--- config.mk ---
export PLATFORM = sky130hd
export DESIGN_NAME = gpio_port_cfg
export DESIGN_NICKNAME = d
export VERILOG_FILES = /design/src/gpio_cfg_pkg.sv /design/src/pin_sync.sv /design/src/pin_filter.sv /design/src/gpio_port_cfg.sv
export SDC_FILE = /design/constraint.sdc
export NUM_CORES = 1
export LEC_CHECK = 0
export BUFFER_PORTS_ARGS = -buffer_cell sky130_fd_sc_hd__buf_2
export CAP_MARGIN = 20
export CORE_ASPECT_RATIO = 1.5
export CORE_UTILIZATION = 52
export DETAILED_ROUTE_END_ITERATION = 8
export GPL_TIMING_DRIVEN = 0
export MAX_ROUTING_LAYER = met4
export PLACE_DENSITY_LB_ADDON = 0.1
export SLEW_MARGIN = 20
export SYNTH_ARGS = -nofsm -noshare
export SYNTH_HDL_FRONTEND = slang
export SYNTH_SLANG_ARGS = --single-unit
--- constraint.sdc ---
create_clock -name core_clk_i -period 15 [get_ports core_clk_i]
set_input_delay 3 -clock core_clk_i [delete_from_list [all_inputs] [get_ports core_clk_i]]
set_output_delay 3 -clock core_clk_i [all_outputs]
set_load 0.01 [all_outputs]
--- src/gpio_cfg_pkg.sv ---
`default_nettype none
// Summary of operation
// - Pull-down register low 16 bits enable each pin's pull-down resistor.
// - Pull-up register low 16 bits enable each pin's pull-up resistor.
// - With both pull bits set, only the pull-up is applied.
// - Port F pull-down resets with bit 3 set; ports A, B, C zero.
// - Four-bit selector per pin; 0000 plain port, 0001-0111 alternate functions.
// - Low selector holds pins 0-7, high holds 8-15, four bits each.
// - Analog select bit 0 gives digital function, 1 gives analog.
// - Analog select resets per port: A 9FFF, B FFFF, C E000, F 00C3.
// - Rising-edge enable bit makes a rising input edge an interrupt event.
// - Falling-edge enable bit makes a falling input edge an interrupt event.
// - Flag register shows one for each pin with a detected enabled edge.
// - Writing zero to a clear bit clears its flag; one has no effect.
// - Clear register reads ones in implemented bits; A,B FFFF, C E000, F 00CB.
// - Enabled filter suppresses pulses shorter than the filter clock period.
package gpio_cfg_pkg;
  // Register byte offsets
  localparam logic [7:0] OFS_PULL_DOWN   = 8'h0C;
  localparam logic [7:0] OFS_PULL_UP     = 8'h10;
  localparam logic [7:0] OFS_AF_HIGH     = 8'h14;
  localparam logic [7:0] OFS_AF_LOW      = 8'h18;
  localparam logic [7:0] OFS_ANALOG      = 8'h1C;
  localparam logic [7:0] OFS_RISE_EN     = 8'h24;
  localparam logic [7:0] OFS_FALL_EN     = 8'h28;
  localparam logic [7:0] OFS_FLAGS       = 8'h34;
  localparam logic [7:0] OFS_FLAG_CLEAR  = 8'h38;
  localparam logic [7:0] OFS_FILTER      = 8'h40;
  localparam logic [7:0] OFS_IRQ_MASK    = 8'h44;
  // Field layout
  localparam int PIN_COUNT     = 16;
  localparam int SEL_WIDTH     = 4;
  localparam int FLT_SEL_LSB   = 16;
  localparam int FLT_SEL_WIDTH = 3;
  // Port identities
  localparam logic [1:0] PORT_A = 2'h0;
  localparam logic [1:0] PORT_B = 2'h1;
  localparam logic [1:0] PORT_C = 2'h2;
  localparam logic [1:0] PORT_F = 2'h3;
  // Reset values
  localparam logic [15:0] PD_RST_A  = 16'h0000;
  localparam logic [15:0] PD_RST_F  = 16'h0008;
  localparam logic [15:0] AN_RST_A  = 16'h9FFF;
  localparam logic [15:0] AN_RST_B  = 16'hFFFF;
  localparam logic [15:0] AN_RST_C  = 16'hE000;
  localparam logic [15:0] AN_RST_F  = 16'h00C3;
  localparam logic [15:0] ICR_RD_AB = 16'hFFFF;
  localparam logic [15:0] ICR_RD_C  = 16'hE000;
  localparam logic [15:0] ICR_RD_F  = 16'h00CB;
  localparam logic [31:0] RD_ZERO   = 32'h0000_0000;
  // Filter clock divider ratios for the core-clock derived selections
  localparam int FLT_DIV_2 = 2;
  localparam int FLT_DIV_4 = 4;
  localparam int FLT_DIV_8 = 8;
endpackage
`default_nettype wire

--- src/pin_sync.sv ---
`default_nettype none
// Two-stage synchroniser for a bundle of asynchronous pins
module pin_sync #(
  parameter int WIDTH = 16
) (
  input  wire logic             core_clk_i,
  input  wire logic             rst_n_i,
  input  wire logic [WIDTH-1:0] async_i,
  output logic      [WIDTH-1:0] sync_o
);
  logic [WIDTH-1:0] stage1_q;

  // First stage is read only by the second
  always_ff @(posedge core_clk_i or negedge rst_n_i)
  begin
    if (!rst_n_i)
    begin
      stage1_q <= '0;
      sync_o   <= '0;
    end
    else
    begin
      stage1_q <= async_i;
      sync_o   <= stage1_q;
    end
  end
endmodule
`default_nettype wire

--- src/pin_filter.sv ---
`default_nettype none
// One pin's glitch filter: level must stay stable two filter ticks
module pin_filter (
  input  wire logic core_clk_i,
  input  wire logic rst_n_i,
  input  wire logic enable_i,
  input  wire logic tick_i,
  input  wire logic level_i,
  output logic      level_o
);
  logic [1:0] stable_q;

  // Count ticks while the input differs from the accepted level
  always_ff @(posedge core_clk_i or negedge rst_n_i)
  begin
    if (!rst_n_i)
    begin
      stable_q <= 2'h0;
      level_o  <= 1'b0;
    end
    else if (!enable_i)
    begin
      stable_q <= 2'h0;
      level_o  <= level_i;
    end
    else if (level_i == level_o)
    begin
      stable_q <= 2'h0;
    end
    else if (tick_i)
    begin
      if (stable_q == 2'h1)
      begin
        level_o  <= level_i;
        stable_q <= 2'h0;
      end
      else
      begin
        stable_q <= stable_q + 2'h1;
      end
    end
  end
endmodule
`default_nettype wire

--- src/gpio_port_cfg.sv ---
`default_nettype none
// Pin configuration and edge interrupt block for one 16-pin port
module gpio_port_cfg #(
  parameter logic [1:0] PORT_ID = gpio_cfg_pkg::PORT_A
) (
  input  wire logic        core_clk_i,
  input  wire logic        resetn_i,
  // Avalon-MM slave
  input  wire logic [7:0]  avs_address_i,
  input  wire logic        avs_read_i,
  input  wire logic        avs_write_i,
  input  wire logic [31:0] avs_writedata_i,
  input  wire logic [3:0]  avs_byteenable_i,
  output logic      [31:0] avs_readdata_o,
  output logic             avs_waitrequest_o,
  output logic             avs_response_err_o,
  // Pins and external triggers
  input  wire logic [15:0] pin_in_i,
  input  wire logic        ext_tick_a_i,
  input  wire logic        ext_tick_b_i,
  input  wire logic        ext_tick_c_i,
  input  wire logic        ext_tick_d_i,
  input  wire logic        ext_tick_e_i,
  output logic      [15:0] pull_up_on_o,
  output logic      [15:0] pull_down_on_o,
  output logic      [15:0] analog_mode_o,
  output logic      [63:0] pin_function_selector_o,
  output logic             irq_o
);
  localparam int N = gpio_cfg_pkg::PIN_COUNT;

  // Per-port reset and implemented-bit patterns
  localparam logic [15:0] PD_RST = (PORT_ID == gpio_cfg_pkg::PORT_F) ?
                                   gpio_cfg_pkg::PD_RST_F : gpio_cfg_pkg::PD_RST_A;
  localparam logic [15:0] AN_RST = (PORT_ID == gpio_cfg_pkg::PORT_A) ? gpio_cfg_pkg::AN_RST_A :
                                   (PORT_ID == gpio_cfg_pkg::PORT_B) ? gpio_cfg_pkg::AN_RST_B :
                                   (PORT_ID == gpio_cfg_pkg::PORT_C) ? gpio_cfg_pkg::AN_RST_C :
                                   gpio_cfg_pkg::AN_RST_F;
  localparam logic [15:0] IMPL   = (PORT_ID == gpio_cfg_pkg::PORT_C) ? gpio_cfg_pkg::ICR_RD_C :
                                   (PORT_ID == gpio_cfg_pkg::PORT_F) ? gpio_cfg_pkg::ICR_RD_F :
                                   gpio_cfg_pkg::ICR_RD_AB;

  logic        rst_meta_q;
  logic        rst_n_q;
  logic [15:0] pull_down_enable_q;
  logic [15:0] pull_up_enable_q;
  logic [31:0] alt_function_high_pins_q;
  logic [31:0] alt_function_low_pins_q;
  logic [15:0] analog_digital_select_q;
  logic [15:0] rising_edge_irq_enable_q;
  logic [15:0] falling_edge_irq_enable_q;
  logic [15:0] edge_irq_flags_q;
  logic [15:0] irq_mask_q;
  logic [15:0] filter_enable_q;
  logic [2:0]  filter_clock_select_q;
  logic [15:0] pin_sync;
  logic [15:0] pin_filt;
  logic [15:0] pin_prev_q;
  logic [15:0] edge_hit;
  logic [15:0] clear_mask;
  logic [2:0]  div_q;
  logic [4:0]  ext_meta_q;
  logic [4:0]  ext_sync_q;
  logic [4:0]  ext_prev_q;
  logic        flt_tick;
  logic        access_q;
  logic        wr_hit;
  logic [31:0] wmask;
  logic [31:0] rdata;
  logic        rd_err;

  // Reset release through two flip-flops
  always_ff @(posedge core_clk_i or negedge resetn_i)
  begin
    if (!resetn_i)
    begin
      rst_meta_q <= 1'b0;
      rst_n_q    <= 1'b0;
    end
    else
    begin
      rst_meta_q <= 1'b1;
      rst_n_q    <= rst_meta_q;
    end
  end

  // Byte-enable write mask
  always_comb
  begin
    wmask = {{8{avs_byteenable_i[3]}}, {8{avs_byteenable_i[2]}},
             {8{avs_byteenable_i[1]}}, {8{avs_byteenable_i[0]}}};
  end

  // One wait cycle per access, answered on the second
  always_ff @(posedge core_clk_i or negedge rst_n_q)
  begin
    if (!rst_n_q)
      access_q <= 1'b0;
    else
      access_q <= (avs_read_i || avs_write_i) && !access_q;
  end
  assign wr_hit = avs_write_i && access_q;

  // Pull and function configuration registers
  always_ff @(posedge core_clk_i or negedge rst_n_q)
  begin
    if (!rst_n_q)
    begin
      pull_down_enable_q       <= PD_RST;
      pull_up_enable_q         <= 16'h0000;
      alt_function_high_pins_q <= 32'h0000_0000;
      alt_function_low_pins_q  <= 32'h0000_0000;
      analog_digital_select_q  <= AN_RST;
    end
    else if (wr_hit)
    begin
      if (avs_address_i == gpio_cfg_pkg::OFS_PULL_DOWN)
        pull_down_enable_q <= (pull_down_enable_q & ~wmask[15:0])
                              | (avs_writedata_i[15:0] & wmask[15:0]);
      else if (avs_address_i == gpio_cfg_pkg::OFS_PULL_UP)
        pull_up_enable_q <= (pull_up_enable_q & ~wmask[15:0])
                            | (avs_writedata_i[15:0] & wmask[15:0]);
      else if (avs_address_i == gpio_cfg_pkg::OFS_AF_HIGH)
        alt_function_high_pins_q <= (alt_function_high_pins_q & ~wmask)
                                    | (avs_writedata_i & wmask);
      else if (avs_address_i == gpio_cfg_pkg::OFS_AF_LOW)
        alt_function_low_pins_q <= (alt_function_low_pins_q & ~wmask)
                                   | (avs_writedata_i & wmask);
      else if (avs_address_i == gpio_cfg_pkg::OFS_ANALOG)
        analog_digital_select_q <= (analog_digital_select_q & ~wmask[15:0])
                                   | (avs_writedata_i[15:0] & wmask[15:0]);
    end
  end

  // Interrupt enable, mask and filter registers
  always_ff @(posedge core_clk_i or negedge rst_n_q)
  begin
    if (!rst_n_q)
    begin
      rising_edge_irq_enable_q  <= 16'h0000;
      falling_edge_irq_enable_q <= 16'h0000;
      irq_mask_q                <= 16'hFFFF;
      filter_enable_q           <= 16'h0000;
      filter_clock_select_q     <= 3'h0;
    end
    else if (wr_hit)
    begin
      if (avs_address_i == gpio_cfg_pkg::OFS_RISE_EN)
        rising_edge_irq_enable_q <= (rising_edge_irq_enable_q & ~wmask[15:0])
                                    | (avs_writedata_i[15:0] & wmask[15:0]);
      else if (avs_address_i == gpio_cfg_pkg::OFS_FALL_EN)
        falling_edge_irq_enable_q <= (falling_edge_irq_enable_q & ~wmask[15:0])
                                     | (avs_writedata_i[15:0] & wmask[15:0]);
      else if (avs_address_i == gpio_cfg_pkg::OFS_IRQ_MASK)
        irq_mask_q <= (irq_mask_q & ~wmask[15:0]) | (avs_writedata_i[15:0] & wmask[15:0]);
      else if (avs_address_i == gpio_cfg_pkg::OFS_FILTER)
      begin
        filter_enable_q <= (filter_enable_q & ~wmask[15:0])
                           | (avs_writedata_i[15:0] & wmask[15:0]);
        if (avs_byteenable_i[2])
          filter_clock_select_q <= avs_writedata_i[gpio_cfg_pkg::FLT_SEL_LSB +:
                                                   gpio_cfg_pkg::FLT_SEL_WIDTH];
      end
    end
  end

  // Pin inputs synchronised to the core clock
  pin_sync #(
    .WIDTH (N)
  ) u_pin_sync (
    .core_clk_i (core_clk_i),
    .rst_n_i    (rst_n_q),
    .async_i    (pin_in_i),
    .sync_o     (pin_sync)
  );

  // External filter ticks synchronised, second stage edge-detected
  always_ff @(posedge core_clk_i or negedge rst_n_q)
  begin
    if (!rst_n_q)
    begin
      ext_meta_q <= 5'h00;
      ext_sync_q <= 5'h00;
      ext_prev_q <= 5'h00;
      div_q      <= 3'h0;
    end
    else
    begin
      ext_meta_q <= {ext_tick_e_i, ext_tick_d_i, ext_tick_c_i, ext_tick_b_i, ext_tick_a_i};
      ext_sync_q <= ext_meta_q;
      ext_prev_q <= ext_sync_q;
      div_q      <= div_q + 3'h1;
    end
  end

  // Filter tick from the selected source
  always_comb
  begin
    case (filter_clock_select_q)
      3'h0:    flt_tick = (div_q[0] == 1'b1);
      3'h1:    flt_tick = (div_q[1:0] == 2'(gpio_cfg_pkg::FLT_DIV_4 - 1));
      3'h2:    flt_tick = (div_q == 3'(gpio_cfg_pkg::FLT_DIV_8 - 1));
      default: flt_tick = ext_sync_q[filter_clock_select_q - 3'h3]
                          && !ext_prev_q[filter_clock_select_q - 3'h3];
    endcase
  end

  // Glitch filter per pin
  for (genvar g = 0; g < N; g++)
  begin : g_filt
    pin_filter u_pin_filter (
      .core_clk_i (core_clk_i),
      .rst_n_i    (rst_n_q),
      .enable_i   (filter_enable_q[g]),
      .tick_i     (flt_tick),
      .level_i    (pin_sync[g]),
      .level_o    (pin_filt[g])
    );
  end

  // Previous sample and enabled edge detection
  always_ff @(posedge core_clk_i or negedge rst_n_q)
  begin
    if (!rst_n_q)
      pin_prev_q <= 16'h0000;
    else
      pin_prev_q <= pin_filt;
  end
  assign edge_hit = ((pin_filt & ~pin_prev_q) & rising_edge_irq_enable_q)
                  | ((~pin_filt & pin_prev_q) & falling_edge_irq_enable_q);

  // Clear on written zeros in enabled bytes
  assign clear_mask = (wr_hit && avs_address_i == gpio_cfg_pkg::OFS_FLAG_CLEAR) ?
                      (~avs_writedata_i[15:0] & wmask[15:0] & IMPL) : 16'h0000;

  // Sticky flags, set wins over clear
  always_ff @(posedge core_clk_i or negedge rst_n_q)
  begin
    if (!rst_n_q)
      edge_irq_flags_q <= 16'h0000;
    else
      edge_irq_flags_q <= ((edge_irq_flags_q & ~clear_mask) | edge_hit) & IMPL;
  end

  // Read data decode
  always_comb
  begin
    rdata  = gpio_cfg_pkg::RD_ZERO;
    rd_err = 1'b0;
    if (avs_address_i == gpio_cfg_pkg::OFS_PULL_DOWN)
      rdata = {16'h0000, pull_down_enable_q};
    else if (avs_address_i == gpio_cfg_pkg::OFS_PULL_UP)
      rdata = {16'h0000, pull_up_enable_q};
    else if (avs_address_i == gpio_cfg_pkg::OFS_AF_HIGH)
      rdata = alt_function_high_pins_q;
    else if (avs_address_i == gpio_cfg_pkg::OFS_AF_LOW)
      rdata = alt_function_low_pins_q;
    else if (avs_address_i == gpio_cfg_pkg::OFS_ANALOG)
      rdata = {16'h0000, analog_digital_select_q};
    else if (avs_address_i == gpio_cfg_pkg::OFS_RISE_EN)
      rdata = {16'h0000, rising_edge_irq_enable_q};
    else if (avs_address_i == gpio_cfg_pkg::OFS_FALL_EN)
      rdata = {16'h0000, falling_edge_irq_enable_q};
    else if (avs_address_i == gpio_cfg_pkg::OFS_FLAGS)
      rdata = {16'h0000, edge_irq_flags_q};
    else if (avs_address_i == gpio_cfg_pkg::OFS_FLAG_CLEAR)
      rdata = {16'h0000, IMPL};
    else if (avs_address_i == gpio_cfg_pkg::OFS_FILTER)
      rdata = {13'h0000, filter_clock_select_q, filter_enable_q};
    else if (avs_address_i == gpio_cfg_pkg::OFS_IRQ_MASK)
      rdata = {16'h0000, irq_mask_q};
    else
      rd_err = 1'b1;
  end

  // Bus answer registers
  always_ff @(posedge core_clk_i or negedge rst_n_q)
  begin
    if (!rst_n_q)
    begin
      avs_readdata_o     <= 32'h0000_0000;
      avs_waitrequest_o  <= 1'b1;
      avs_response_err_o <= 1'b0;
    end
    else
    begin
      avs_waitrequest_o  <= !((avs_read_i || avs_write_i) && !access_q);
      avs_response_err_o <= 1'b0;
      if (avs_read_i && !access_q)
      begin
        avs_readdata_o     <= rdata;
        avs_response_err_o <= rd_err;
      end
    end
  end

  // Pad control and function outputs
  always_ff @(posedge core_clk_i or negedge rst_n_q)
  begin
    if (!rst_n_q)
    begin
      pull_up_on_o            <= 16'h0000;
      pull_down_on_o          <= PD_RST;
      analog_mode_o           <= AN_RST;
      pin_function_selector_o <= 64'h0;
      irq_o                   <= 1'b0;
    end
    else
    begin
      pull_up_on_o            <= pull_up_enable_q;
      pull_down_on_o          <= pull_down_enable_q & ~pull_up_enable_q;
      analog_mode_o           <= analog_digital_select_q;
      pin_function_selector_o <= {alt_function_high_pins_q, alt_function_low_pins_q};
      irq_o                   <= |(edge_irq_flags_q & irq_mask_q);
    end
  end
endmodule
`default_nettype wire

==> Word level (Yosys, flattened, before mapping) <==
Index checks and enable logic that the tools add are counted.
{ "op_classes": {"n_eq_ne": 111, "muxes": 157, "reduce_logical": 37, "add_sub_neg": 18, "n_lt_le_gt_ge": 1, "bitwise": 44} }
{ "op_table": {"columns": ["operator", "n"], "rows": [
  ["$and 16x16->16", 16],
  ["$or 16x16->16", 9],
  ["$mux 2", 64],
  ["$mux 32", 4],
  ["$mux 19", 6],
  ["$and 32x32->32", 3],
  ["$not 16->16", 6],
  ["$mux 1", 78],
  ["$ne 2x1->1 const B", 32],
  ["$or 32x32->32", 2],
  ["$reduce_and 3->1", 18],
  ["$ne 3x1->1 const B", 16],
  ["$add 2x1->2 const B", 16],
  ["$eq 2x1->1 const B", 16],
  ["$eq 8x5->1 const B", 4],
  ["$eq 8x6->1 const B", 4],
  ["$mux 16", 2],
  ["$ne 2x2->1 const B", 16],
  ["$not 32->32", 1],
  ["$eq 1x1->1", 16],
  ["$eq 8x7->1 const B", 2],
  ["$reduce_or 16->1", 1],
  ["$reduce_and 6->1", 2],
  ["$reduce_and 5->1", 2],
  ["17 further kinds", 32]
]} }
{ "totals": {"register_bits": 459, "input_bits": 69, "out_inout_bits": 147} }

==> Logic depth before layout (Yosys ltp) <==
{ "depth": {"word_depth": 13, "mapped_depth": 9, "depth_no_buf": 7} }

==> Hierarchy <==
A second synthesis with hierarchy kept.
{ "unflattened": {"cells_unflattened": 1314, "hier_area_um2": 18008.5} }
{ "by_module_without_submodules": {"columns": ["module", "seq_area_each_um2", "instances", "cells_each", "area_per_inst_um2"], "rows": [
  ["gpio_port_cfg", 9540.4, 1, 1090, 14845.5],
  ["pin_filter", 75.1, 16, 12, 147.6],
  ["pin_sync", 800.8, 1, 32, 800.8]
]} }

==> Worst setup path after synthesis <==
No wires, ideal clock.
{ "synth_path": {"path_kind": "input -> register", "from": "input avs_address_i[3]", "to": "register with a tool-made name", "arrival_ps": 4672, "stages": 5, "slack_ps": 10204, "path_cell_list": "buf_4 > or4b_2 > buf_2 > nor3_4 > mux2_2"} }
{ "synth_lines": {"columns": ["item", "line_no", "rtl"], "rows": [
  ["start, declared", "gpio_port_cfg.sv:9", "input wire logic [7:0] avs_address_i,"]
]} }

==> Final worst setup path <==
{ "layout_path": {"from": "input avs_address_i[1]", "to": "register avs_readdata_o[9]"} }
{ "layout_via": {"elab_chain_len": 12, "elab_cells_between_ends": 22} }
{ "layout_rtl": {"columns": ["item", "line_no", "rtl"], "rows": [
  ["$eq 8x7->1", "gpio_port_cfg.sv:270", "else if (avs_address_i == gpio_cfg_pkg::OFS_IRQ_MASK)"],
  ["$mux 16", "gpio_port_cfg.sv:270", null],
  ["$mux 19", "gpio_port_cfg.sv:268", "else if (avs_address_i == gpio_cfg_pkg::OFS_FILTER)"],
  ["$mux 19", "gpio_port_cfg.sv:266", "else if (avs_address_i == gpio_cfg_pkg::OFS_FLAG_CLEAR)"],
  ["$mux 19", "gpio_port_cfg.sv:264", "else if (avs_address_i == gpio_cfg_pkg::OFS_FLAGS)"],
  ["$mux 19", "gpio_port_cfg.sv:262", "else if (avs_address_i == gpio_cfg_pkg::OFS_FALL_EN)"],
  ["$mux 19", "gpio_port_cfg.sv:260", "else if (avs_address_i == gpio_cfg_pkg::OFS_RISE_EN)"],
  ["$mux 19", "gpio_port_cfg.sv:258", "else if (avs_address_i == gpio_cfg_pkg::OFS_ANALOG)"],
  ["$mux 32", "gpio_port_cfg.sv:256", "else if (avs_address_i == gpio_cfg_pkg::OFS_AF_LOW)"],
  ["$mux 32", "gpio_port_cfg.sv:254", "else if (avs_address_i == gpio_cfg_pkg::OFS_AF_HIGH)"],
  ["$mux 32", "gpio_port_cfg.sv:252", "else if (avs_address_i == gpio_cfg_pkg::OFS_PULL_UP)"],
  ["$mux 32 *", "gpio_port_cfg.sv:250", "if (avs_address_i == gpio_cfg_pkg::OFS_PULL_DOWN)"],
  ["end signal, assigned", "gpio_port_cfg.sv:291", "avs_readdata_o <= rdata;"],
  ["end, declared", "gpio_port_cfg.sv:14", "output logic [31:0] avs_readdata_o,"]
]} }
Mark *: on every way between the ends. The rest lies on a longest branch, timed or not.
A chain may end at the register's enable or synchronous reset.

==> results.cfg <==
[die]
die_h_um = 232
fp.dieW_um = 156
start_util_pct = 52.6
num_rows = 84
coreArea_um2 = 35000
io_pins = 216
dieArea_um2 = 36200

[global_routing]
grt_usage_pct = 27.6
grt_overflow = 0
grt_pass1_wl_um = 72700
grt_max_degree = 59
antenna_found_initial = 2
grt_pass1_vias = 12500

[cts]
cts_setup_buffers = 0
path_clk_slew_ps = 60
cts_max_path_buffers = 3
cts_tree = done
cts.htree.levels = 2
cts_num_sinks = 459
clkLatencyLatePin_ps = 550
cts_resized = 0
numCtsBuffers = 43
cts_root_buffer = clkbuf_16
postCtsHoldBufs = 0

[placement]
dp_slack_ps = 9530
place_congestion = 0.952
port_buffers = 194
place_inst = 2055
dp_hpwl_um = 34900

[critical_path]
path_class = in2reg
path_cells = buf_2, nor4b_4, clkbuf_1, a22oi_1, o22ai_1, a211oi_1, o22ai_1
critPathMostFrequentCell = o22ai_1
worstReg2RegStart = filter_clock_select_q[0]$_DFFE_PN0P_
slowest_delay_ps = 730
r2r-end = g_filt[14].u_pin_filter.level_o$_DFFE_PN0P_
crit_path_max_fanout = 10
r2r_setup_slack_ps = 11950
cp.required_ps = 15470
critPathArrivalTime_ps = 5360
critPathCaptureType = flop
crit_buf_inv = 2
reg2reg_depth = 8
critPathLaunchType = input port
crit_slowest_cell = clkbuf_1
cp_top_family = buffers and inverters

[power_and_ir_drop]
p_seq_share_pct = 49.3
p_sw_uw = 577
pwr-share-comb_pct = 5.1
total_leakage_power_uw = 0.0103
ir_worst_vdd_mv = 0.0773
power.density_nw_per_um2 = 121
switching_share_pct = 21.9
p_clk_share_pct = 45.6
p_int_uw = 2060
power_uw = 2640

[synth]
dominantRegCellSynth = dfrtp_1
synth_edf_count = 0
ys_seq_area_share_pct = 62.7
synthCells = 1380
ys_ff_latch = 459
async_flop_share_pct = 100
synth_nets = 1455
yosysUniqueCellTypes = 70
yosys_warnings = 0
syn-cell-area_um2 = 18400
synth_area_per_cell_um2 = 13.3

[route]
finalWirelength_um = 47200
drtIter0Drc = 658
viasPerCell = 5.70
dr_total_vias = 12200
drc = 1
post_drt_wl_per_cell_um = 22.1
detail-route-antenna-nets = 0
dr.pass1.iters = 7

[sta]
timing.final.crit_share_pct = 32.6
slew-limit-headroom_pct = 35.4
final-setup-viol-count = 0
fin_ws_ps = 10110
skew_ps = 8.30
tightest_slew_ps = 960
hold_violations = 0
fmaxAchievable_mhz = 205
rsz0062_at_grt = no
period_needed_ps = 4890
tns_ps = 0
drv_slew = 0

[worst_hold_path]
min_path_type = reg2async

[status]
status = complete, but fails checks
violations = design-rule violations

[finish]
instances_no_fill = 2136
drive_gt1_share_pct = 33.4
final_common_cell = dfrtp_1
final_nets = 1702
fin_util_pct = 62.3
area.growth.synth_to_final_pct = 18.3
layout.cells.most_common_list = dfrtp_1 (413), buf_2 (214), mux2_2 (147), o21ai_0 (97), nand2_1 (80)

[run]
drv_cap = 0
==> metal layers <==
metal / part of all wire (%) / wire, µm / track usage, % / up-vias
li1: - / - / - / 5491
met1: 39 / 18200 / 31.5 / 6227
met2: 53 / 25000 / 48.5 / 367
met3: 4.8 / 2270 / 4.06 / 96
met4: 3.5 / 1670 / 11.1 / 0
met5: 0 / 0 / - / -
==> Yosys cell counts, drive strengths merged (12+ instances only) <==
library cell / instances / area [µm²]
nor2b: 49 / 307
a22oi: 35 / 263
nand2: 87 / 399
o211ai: 21 / 158
dfrtp: 414 / 10400
nor3: 48 / 279
nor2: 47 / 225
or3: 15 / 93.8
nand3: 14 / 70.1
mux2i: 20 / 200
xor2: 16 / 140
o22ai: 13 / 87.6
o21ai: 100 / 500
a21boi: 16 / 120
buf: 27 / 184
clkbuf: 46 / 173
nor3b: 12 / 90.1
nand3b: 17 / 128
a311o: 16 / 160
dfstp: 45 / 1180
a21oi: 19 / 95.1
mux2: 179 / 2140
==> logic make-up (layout without fill, tap and decap cells) <==
kind of cell / after synthesis / count (layout) / share of synthesized area, %
other: 1 / 3 / 0.0204
buffers and inverters: 83 / 364 / 2.14
XOR/XNOR: 17 / 17 / 0.809
flip-flops: 459 / 459 / 62.7
multiplexers: 201 / 201 / 12.9
adder cells (fa/ha/maj): 6 / 6 / 0.408
AND/OR/NAND/NOR: 327 / 327 / 10.4
AO/OA/AOI/OAI: 286 / 286 / 10.7
==> worst max path at each step <==
stage / from / end / slack [ps] / depth (start not counted)
after global routing: avs_address_i[1] / avs_readdata_o[9]$_DFFE_PN0P_ / 9950 / 7
after CTS: avs_address_i[1] / avs_readdata_o[9]$_DFFE_PN0P_ / 10090 / 7
after global placement: rst_n_q$_DFF_PN0_ / async pin / -3300 / 0
after detailed placement: avs_address_i[1] / avs_readdata_o[9]$_DFFE_PN0P_ / 9530 / 7
after floorplan: rst_n_q$_DFF_PN0_ / async pin / 1340 / 0
final: avs_address_i[1] / avs_readdata_o[9]$_DFFE_PN0P_ / 10110 / 7
==> power groups by stage <==
stage               registers (µW)  clock network (µW)  logic [µW]
floorplan                     1330                   0        56.0
detailed placement            1320                   0         136
global route                  1300                1270         149
global placement              1340                   0         105
finish                        1300                1200         136
CTS                           1300                1220         137
==> worst register-to-register path, cell delays in order (launching register included) <==
cell and delay [ps]:
dfrtp_1 540, inv_1 190, ha_1 260, a222oi_1 390, o32ai_2 160, a31oi_1 540
buf_2 390, a211oi_1 130, a311o_1 340
==> per-stage QoR <==
| stage | cell area, µm² | hold WS (ps) |
|---|---|---|
| finish | 21800 | 336 |
| detailed placement | 20200 | 335 |
| global route | 21800 | 355 |
| floorplan | 18400 | 331 |
| CTS | 21800 | 347 |
| global placement | 20000 | 331 |
==> cell type report <==
cell class,instances,area (µm²)
fill,2879,13200
sequential,459,11500
multi-input combinational,838,6490
clock buffer,63,1290
timing repair buffer,202,1180
tap,473,592
buffer,73,357
clock inverter,16,289
inverter,10,37.5
antenna,2,5.00
(Power assumes the default switching activity.)
